==> src/hdl/cob_pkg.sv <==
`default_nettype none
package cob_pkg;
  // ==========================================================
  // Register layout
  localparam int REG_WIDTH = 16;
  localparam int BIT_LOWFAULT = 7;
  localparam int BIT_LEARN = 6;
  localparam int BIT_MONSEL = 5;
  localparam int BIT_ADAPTER = 4;
  localparam int BIT_BOOSTEN = 3;
  localparam int BIT_BOOSTACT = 2;
  localparam int BIT_OVERCUR = 1;
  localparam int BIT_INHIBIT = 0;
  localparam int DEPL_LSB = 11;
  localparam int DEPL_W = 2;
  // ==========================================================
  // Reset values
  localparam logic [15:0] CTRL_RESET = 16'h1802;
  localparam logic [1:0] DEPL_RESET = 2'h3;
  // ==========================================================
  // Learn sequencer
  typedef enum logic [1:0] {
    COB_IDLE = 2'b00,
    COB_LEARN = 2'b01,
    COB_DONE = 2'b10
  } cob_learn_e;
endpackage
`default_nettype wire

==> src/hdl/charger_option_low_byte.sv <==
`timescale 1ns/1ps
`default_nettype none
module charger_option_low_byte
  import cob_pkg::*;
(
  // Clock and reset
  input wire logic ref_clk,
  input wire logic nrst,
  // Register access from the management bus engine
  input wire logic regWrite,
  input wire logic [15:0] regWdata,
  output logic [15:0] regRdata,
  // Analog comparator levels, asynchronous
  input wire logic adapterDetectAbove,
  input wire logic batteryDepleted,
  input wire logic boostActiveIn,
  // Power stage controls
  output logic adapterPathSwitchOn,
  output logic batteryPathSwitchOn,
  output logic lowSideFaultThresholdSel,
  output logic boostCurrentLimitSel,
  output logic currentMonitorOutputSel,
  output logic boostEnable,
  output logic inputOvercurrentProtect,
  output logic chargeInhibit,
  output logic [1:0] depletionThresholdSel,
  output logic learnActive
);
  // ==========================================================
  // Synchronised status inputs
  logic [2:0] rawIn;
  logic [2:0] syncIn;
  logic adapterPresent;
  logic depleted;
  logic boostActive;
  assign rawIn = {adapterDetectAbove, batteryDepleted, boostActiveIn};
  cob_sync2 #(.W(3)) uSync (
    .refClk(ref_clk),
    .nrst(nrst),
    .asyncIn(rawIn),
    .syncOut(syncIn)
  );
  assign adapterPresent = syncIn[2];
  assign depleted = syncIn[1];
  assign boostActive = syncIn[0];

  // ==========================================================
  // Writable control bits
  logic lowFault_reg;
  logic monSel_reg;
  logic boostEn_reg;
  logic overcur_reg;
  logic inhibit_reg;
  logic [1:0] depl_reg;
  always_ff @(posedge ref_clk or negedge nrst) begin
    if (!nrst) begin
      lowFault_reg <= CTRL_RESET[BIT_LOWFAULT];
      monSel_reg <= CTRL_RESET[BIT_MONSEL];
      boostEn_reg <= CTRL_RESET[BIT_BOOSTEN];
      overcur_reg <= CTRL_RESET[BIT_OVERCUR];
      inhibit_reg <= CTRL_RESET[BIT_INHIBIT];
      depl_reg <= DEPL_RESET;
    end else if (regWrite) begin
      lowFault_reg <= regWdata[BIT_LOWFAULT];
      monSel_reg <= regWdata[BIT_MONSEL];
      boostEn_reg <= regWdata[BIT_BOOSTEN];
      overcur_reg <= regWdata[BIT_OVERCUR];
      inhibit_reg <= regWdata[BIT_INHIBIT];
      depl_reg <= regWdata[DEPL_LSB +: DEPL_W];
    end
  end

  // ==========================================================
  // Learn sequencer
  // A host write of 1 while depleted still starts; the comparator ends it next cycle.
  cob_learn_e state_reg;
  cob_learn_e state_next;
  logic learnStart;
  logic learnAbort;
  assign learnStart = regWrite && regWdata[BIT_LEARN];
  assign learnAbort = regWrite && !regWdata[BIT_LEARN];
  always_comb begin
    state_next = state_reg;
    case (state_reg)
      COB_IDLE: begin
        if (learnStart) begin
          state_next = COB_LEARN;
        end
      end
      COB_LEARN: begin
        if (learnAbort) begin
          state_next = COB_IDLE;
        end else if (depleted && !learnStart) begin
          // Host rewrite of 1 wins over the self-clear for this cycle
          state_next = COB_DONE;
        end
      end
      COB_DONE: begin
        // Restart by host wins over the self-clear
        if (learnStart) begin
          state_next = COB_LEARN;
        end else begin
          state_next = COB_IDLE;
        end
      end
      default: begin
        state_next = COB_IDLE;
      end
    endcase
  end
  always_ff @(posedge ref_clk or negedge nrst) begin
    if (!nrst) begin
      state_reg <= COB_IDLE;
    end else begin
      state_reg <= state_next;
    end
  end
  logic learnNext;
  logic [15:0] readWord;
  assign learnNext = (state_next == COB_LEARN);

  // ==========================================================
  // Registered outputs
  always_ff @(posedge ref_clk or negedge nrst) begin
    if (!nrst) begin
      adapterPathSwitchOn <= 1'b1;
      batteryPathSwitchOn <= 1'b0;
      learnActive <= 1'b0;
      lowSideFaultThresholdSel <= CTRL_RESET[BIT_LOWFAULT];
      boostCurrentLimitSel <= CTRL_RESET[BIT_LOWFAULT];
      currentMonitorOutputSel <= CTRL_RESET[BIT_MONSEL];
      boostEnable <= CTRL_RESET[BIT_BOOSTEN];
      inputOvercurrentProtect <= CTRL_RESET[BIT_OVERCUR];
      chargeInhibit <= CTRL_RESET[BIT_INHIBIT];
      depletionThresholdSel <= DEPL_RESET;
      regRdata <= '0;
    end else begin
      adapterPathSwitchOn <= !learnNext;
      batteryPathSwitchOn <= learnNext;
      learnActive <= learnNext;
      lowSideFaultThresholdSel <= lowFault_reg;
      boostCurrentLimitSel <= boostActive && lowFault_reg;
      currentMonitorOutputSel <= monSel_reg;
      boostEnable <= boostEn_reg;
      inputOvercurrentProtect <= overcur_reg;
      chargeInhibit <= inhibit_reg;
      depletionThresholdSel <= depl_reg;
      regRdata <= readWord;
    end
  end

  // ==========================================================
  // Read word, status bits live and never written
  always_comb begin
    readWord = '0;
    readWord[DEPL_LSB +: DEPL_W] = depl_reg;
    readWord[BIT_LOWFAULT] = lowFault_reg;
    readWord[BIT_LEARN] = (state_reg == COB_LEARN);
    readWord[BIT_MONSEL] = monSel_reg;
    readWord[BIT_ADAPTER] = adapterPresent;
    readWord[BIT_BOOSTEN] = boostEn_reg;
    readWord[BIT_BOOSTACT] = boostActive;
    readWord[BIT_OVERCUR] = overcur_reg;
    readWord[BIT_INHIBIT] = inhibit_reg;
  end
endmodule
`default_nettype wire

==> src/hdl/cob_sync2.sv <==
`timescale 1ns/1ps
`default_nettype none
module cob_sync2 #(
  parameter int W = 1
) (
  // Clock and reset
  input wire logic refClk,
  input wire logic nrst,
  // Data
  input wire logic [W-1:0] asyncIn,
  output logic [W-1:0] syncOut
);
  logic [W-1:0] stage1_reg;
  // ==========================================================
  // Two flops, first read only by second
  always_ff @(posedge refClk or negedge nrst) begin
    if (!nrst) begin
      stage1_reg <= '0;
      syncOut <= '0;
    end else begin
      stage1_reg <= asyncIn;
      syncOut <= stage1_reg;
    end
  end
endmodule
`default_nettype wire

==> config.mk <==
export PLATFORM = sky130hd
export DESIGN_NAME = charger_option_low_byte
export DESIGN_NICKNAME = d
export VERILOG_FILES = /design/src/hdl/cob_pkg.sv /design/src/hdl/charger_option_low_byte.sv /design/src/hdl/cob_sync2.sv
export SDC_FILE = /design/constraint.sdc
export NUM_CORES = 1
export LEC_CHECK = 0
export BUFFER_PORTS_ARGS = -buffer_cell sky130_fd_sc_hd__buf_2
export CELL_PAD_IN_SITES_DETAIL_PLACEMENT = 0
export CELL_PAD_IN_SITES_GLOBAL_PLACEMENT = 1
export CORE_AREA = 5 5 61 63
export CTS_CLUSTER_SIZE = 10
export DETAILED_ROUTE_END_ITERATION = 12
export DIE_AREA = 0 0 66 68
export GPL_ROUTABILITY_DRIVEN = 1
export GPL_TIMING_DRIVEN = 0
export PLACE_DENSITY_LB_ADDON = 0.08
export SLEW_MARGIN = 20
export SYNTH_ARGS = -nofsm -noshare
export SYNTH_HDL_FRONTEND = slang
export SYNTH_HIERARCHICAL = 1
export SYNTH_SLANG_ARGS = --single-unit
==> constraint.sdc <==
create_clock -name ref_clk -period 1.45 [get_ports ref_clk]
set_clock_uncertainty 0.05 [all_clocks]
set_input_delay 0.2175 -clock ref_clk [delete_from_list [all_inputs] [get_ports ref_clk]]
set_output_delay 0.2175 -clock ref_clk [all_outputs]
set_load 0.01 [all_outputs]
# --- Yosys cells after proc, flatten, opt, wreduce, memory -nomap -nowiden ---
# Index checks and enable logic that the tools add are counted.
totals:
  regBits: 35
  latch_bits: 0
  mem_bits_rw: 0
  romBits: 0
  output_inout_bits: 27
  wordCells: 35
  mem_count: 0
classes:
  addsub: 0
  multipliers: 0
  div: 0
  n_lt_le_gt_ge: 0
  n_eq_ne: 3
  shifts: 0
  n_mux: 5
  bitwise_logic: 0
  reduce_logical: 8
ops:
  columns: ["op", "count"]
  rows:
  - ["2-bit 2-to-1 mux", 3]
  - ["2-bit case mux with 3 select lines", 1]
  - ["2-bit by 1-bit equality test with 1-bit output (second input constant)", 2]
  - ["1-bit logical AND", 4]
  - ["1-bit zero test", 3]
  - ["2-bit equality test (second input constant)", 1]
  - ["2-bit zero test", 1]
  - ["1-bit 2-to-1 mux", 1]

# --- Longest topological paths before layout ---
depth:
  word_depth: 8
  mapped_depth: 3
  depth_no_buf: 2

# --- Hierarchy ---
# Netlist, hierarchy kept.
modules_own_cells:
  columns: ["mod", "n_inst", "cells_per_inst", "area_per_inst_um2", "seq_area_each_um2"]
  rows:
  - ["charger_option_low_byte", 1, 53, 872.1, 634.4]
  - ["cob_sync2", 1, 6, 150.1, 150.1]

# --- Worst setup path before layout ---
# Ideal clock, no wire load.
synth_timing:
  path_kind: "register to register"
  start: "register state_reg[0]"
  end: "register adapterPathSwitchOn"
  arrival_time_ns: 0.939
  path_slack_ns: 0.381
  path_stages_with_launch: 3
  period_less_slack_ns: 1.069
  path_cell_list: "dfrtp_1 > or3b_4 > a22o_1"
synth_between:
  elab_chain_cells: 5
  word_cells_on_any_way: 9
synth_rtl:
  columns: ["item", "line", "rtl"]
  rows:
  - ["from (decl)", "charger_option_low_byte.sv:76", "cob_learn_e state_reg;"]
  - ["from (signal assigned)", "charger_option_low_byte.sv:115", "state_reg <= state_next;"]
  - ["2-bit 2-to-1 mux", "charger_option_low_byte.sv:93", "end else if (depleted && !learnStart) begin"]
  - ["2-bit 2-to-1 mux", "charger_option_low_byte.sv:91", "if (learnAbort) begin"]
  - ["2-bit case mux with 3 select lines *", "charger_option_low_byte.sv:84", "case (state_reg)"]
  - ["2-bit by 1-bit equality test with 1-bit output *", "charger_option_low_byte.sv:120", "assign learnNext = (state_next == COB_LEARN);"]
  - ["1-bit zero test *", "charger_option_low_byte.sv:138", "adapterPathSwitchOn <= !learnNext;"]
  - ["to (signal assigned)", "charger_option_low_byte.sv:138", null]
  - ["to (decl)", "charger_option_low_byte.sv:18", "output logic adapterPathSwitchOn,"]
# Mark *: on every way between the ends. The rest lies on a longest branch, timed or not.
# A chain may end at the register's enable or synchronous reset.

# --- Worst setup path after layout ---
layout_timing:
  start: "register depletionThresholdSel[0]"
  end: "output depletionThresholdSel[0]"
layout_rtl:
  columns: ["item", "line", "rtl"]
  rows:
  - ["from (decl)", "charger_option_low_byte.sv:26", "output logic [1:0] depletionThresholdSel,"]
  - ["from (signal assigned)", "charger_option_low_byte.sv:147", "depletionThresholdSel <= depl_reg;"]
# No word-level cell between the ends.

==> summary.txt <==
Outcome
  – Status: completed

Timing
  – Final period util: a little over four fifths
  – Relative slew slack: a little under three fifths
  – Tightest Pin Transition: between 0.6 and 0.7 ns
  – Final Critical Period: 1.22 ns
  – Hold Fails Final Rpt: 0
  – Fmax: approximately 820 MHz
  – Setup TNS: 0 ns
  – Unrepaired setup endpoints after global routing: false
  – Fin Hold WS: 0.0803 ns
  – Endpoints failing setup: 0
  – Slew Viols, Final: 0

Pwr
  – Power per cell area: around 1200 nW/µm²
  – Pleak: 0.682 nW
  – Worst ir drop on vdd: between 0.6 and 0.7 mV

Final layout
  – Nets: 130
  – Final std cells w/o fill: 155
  – Most frequent cells in the layout: buf_2, dfrtp_1, buf_4, mux2_2, dfstp_2
  – Filler cell count: ~320
  – Area delta synth->final: 32.3%
  – Commonest non-fill, non-tap cell in the layout: buf_2
  – Max reg flops: 10
  – Register area: between 700 and 800 µm²
  – Multi-input logic area: 163 µm²
  – Share of cells above drive strength 1: between 60% and 70%
  – Antenna Cells: 0

Detailed routing
  – Wire length per cell: roughly 10 µm
  – First-pass DRT Iterations: 3
  – Post-route ant nets: 0
  – Drc violations: 0
  – Routed wire length: 1580 µm
  – Met2 WL: slightly below 800 µm
  – Top layer in use: met4
  – Metal-1 WL: 630 µm
  – DRT iter0 DRCs: 10
  – Drt via density: 3.78
  – Via count: a little under 600
  – Metal3 WL: 143 µm

Critical path
  – Levels on crit path: 1
  – Worst Reg-to-Reg Cells: 2
  – Worst setup EP type: primary output
  – Critical-path cell list: buf_2
  – Critical Path Fanout Max: 1
  – Critical Path Source Type: register
  – Max incr delay on CP: around 0.53 ns
  – Data required, critical path: between 1 and 1.5 ns
  – Crit path DAT: 0.96 ns
  – WP buf/inv: 1
  – CP max stage cell: dfstp_2
  – WS Path Type: reg -> out
  – Top delay family on crit path: flip-flops

GRT
  – First-pass GRT wire length: approximately 2500 µm
  – Initial antenna violation count: 0
  – Total track usage: ~8.0%
  – Largest net degree at the start of global routing: 32
  – Grt ovf: 0
  – Vias in the first global route: around 550

Clock network
  – CTS buffer count: 5
  – Htree depth: 2
  – Clk sinks: 31
  – Clock transition at path regs: 0.09 ns
  – Root buffer cell: clkbuf_4
  – Clock latency on the worst-skew pair: about 0.31 ns
  – CTS tree: done
  – Deepest clock path buffer count: 2
  – Post-CTS setup buffer count: 0

Run
  – Max-cap viol count: 0

Logic synthesis
  – Syn Area/Cell: approximately 17 µm²
  – Flops & latches, synth: 31
  – Mapped Cells: a little under 60
  – Syn Std Cell Area: a little over 1000 µm²
  – Unique cell type count in the Yosys netlist: 13
  – Seq/Total Area, Yosys: between 70% and 80%
  – Synth warn: 6

Floorplan
  – I/O pin count: between 40 and 50
  – Core area: about 3200 µm²
  – Die area: 4490 µm²
  – Site row count: 21
  – Die H: around 70 µm
  – Die W: around 66 µm
  – Starting Density: 32.2%

Place
  – Post-Place Cells: 143
  – IO buf count: 33
  – RePlAce Congestion: 0.640

Min path
  – Hold Path Class: in -> reg
  – Hold Crit Depth: 2
[per-stage QoR]
step	setup slack (ns)	total power, W	utilization (%)	cell area, µm²
detailed placement	0.342	0.00119	39.7	1260
CTS	0.194	0.00166	42.5	1350
floorplan	0.381	0.00110	-	1040
finish	0.225	0.00162	42.5	1350
global route	0.168	0.00172	42.5	1350
global placement	0.341	0.00119	39.7	1260
[cell type report]
type,instances,area share (%)
Timing Repair Buffer,37,15.2
Clock buffer,8,3.61
Buffer,12,6.94
Tap cell,46,4.26
Multi-Input combinational cell,21,12.0
Sequential cell,31,58.0
[routing by layer]
layer | up-vias | GRT usage, %
li1 | 274 | -
met4 | 0 | 4.57
met1 | 285 | 8.16
met2 | 25 | 12.6
met3 | 2 | 4.76
met5 | - | 0
[cells in the mapped netlist]
cell / count / area share [%]
mux2_2: 7 / 7.7
a22o_1: 1 / 0.86
conb_1: 1 / 0.37
nor2b_1: 1 / 0.61
a22oi_1: 2 / 1.5
and2_1: 1 / 0.61
or3b_4: 1 / 1.1
and3b_2: 1 / 0.98
buf_6: 1 / 1.1
buf_4: 11 / 8.1
dfrtp_1: 24 / 59
dfstp_2: 7 / 18
nand2_1: 1 / 0.37
[logic make-up (layout without fill, tap and decap cells)]
| logic type | count (synthesis) | after routing | share of synthesized area (%) |
|---|---|---|---|
| other | 1 | 6 | 0.367 |
| AND/OR/NAND/NOR | 5 | 5 | 3.67 |
| flip-flops | 31 | 31 | 76.7 |
| multiplexers | 7 | 7 | 7.71 |
| buffers and inverters | 12 | 57 | 9.18 |
| AO/OA/AOI/OAI | 3 | 3 | 2.33 |
[worst paths after layout]
path | slack (ns) | end | start
min in group asynchronous | 0.42 | regRdata[2] | nrst
worst max-delay path | 0.23 | depletionThresholdSel[0] | depletionThresholdSel[0]
worst min register to register | 0.30 | uSync/syncOut[2] | uSync/stage1_reg[2]
max in group asynchronous | 0.50 | regRdata[12] | nrst
worst max register to register | 0.32 | adapterPathSwitchOn | state_reg[0]
worst min-delay path | 0.08 | boostEn_reg | regWdata[3]
[power by group]
| part | internal [W] | switching, W | leakage (nW) |
|---|---|---|---|
| clock network | 0.000193 | 0.000255 | 0.0265 |
| registers | 0.000948 | 0.0000293 | 0.360 |
| logic | 0.000107 | 0.0000919 | 0.295 |
[timing repair]
action	CTS	global route
hold buffers	4	0
hold endpoints to repair	27	0
resized for setup	0	0
No activity file was read; power rests on OpenSTA's default activity.
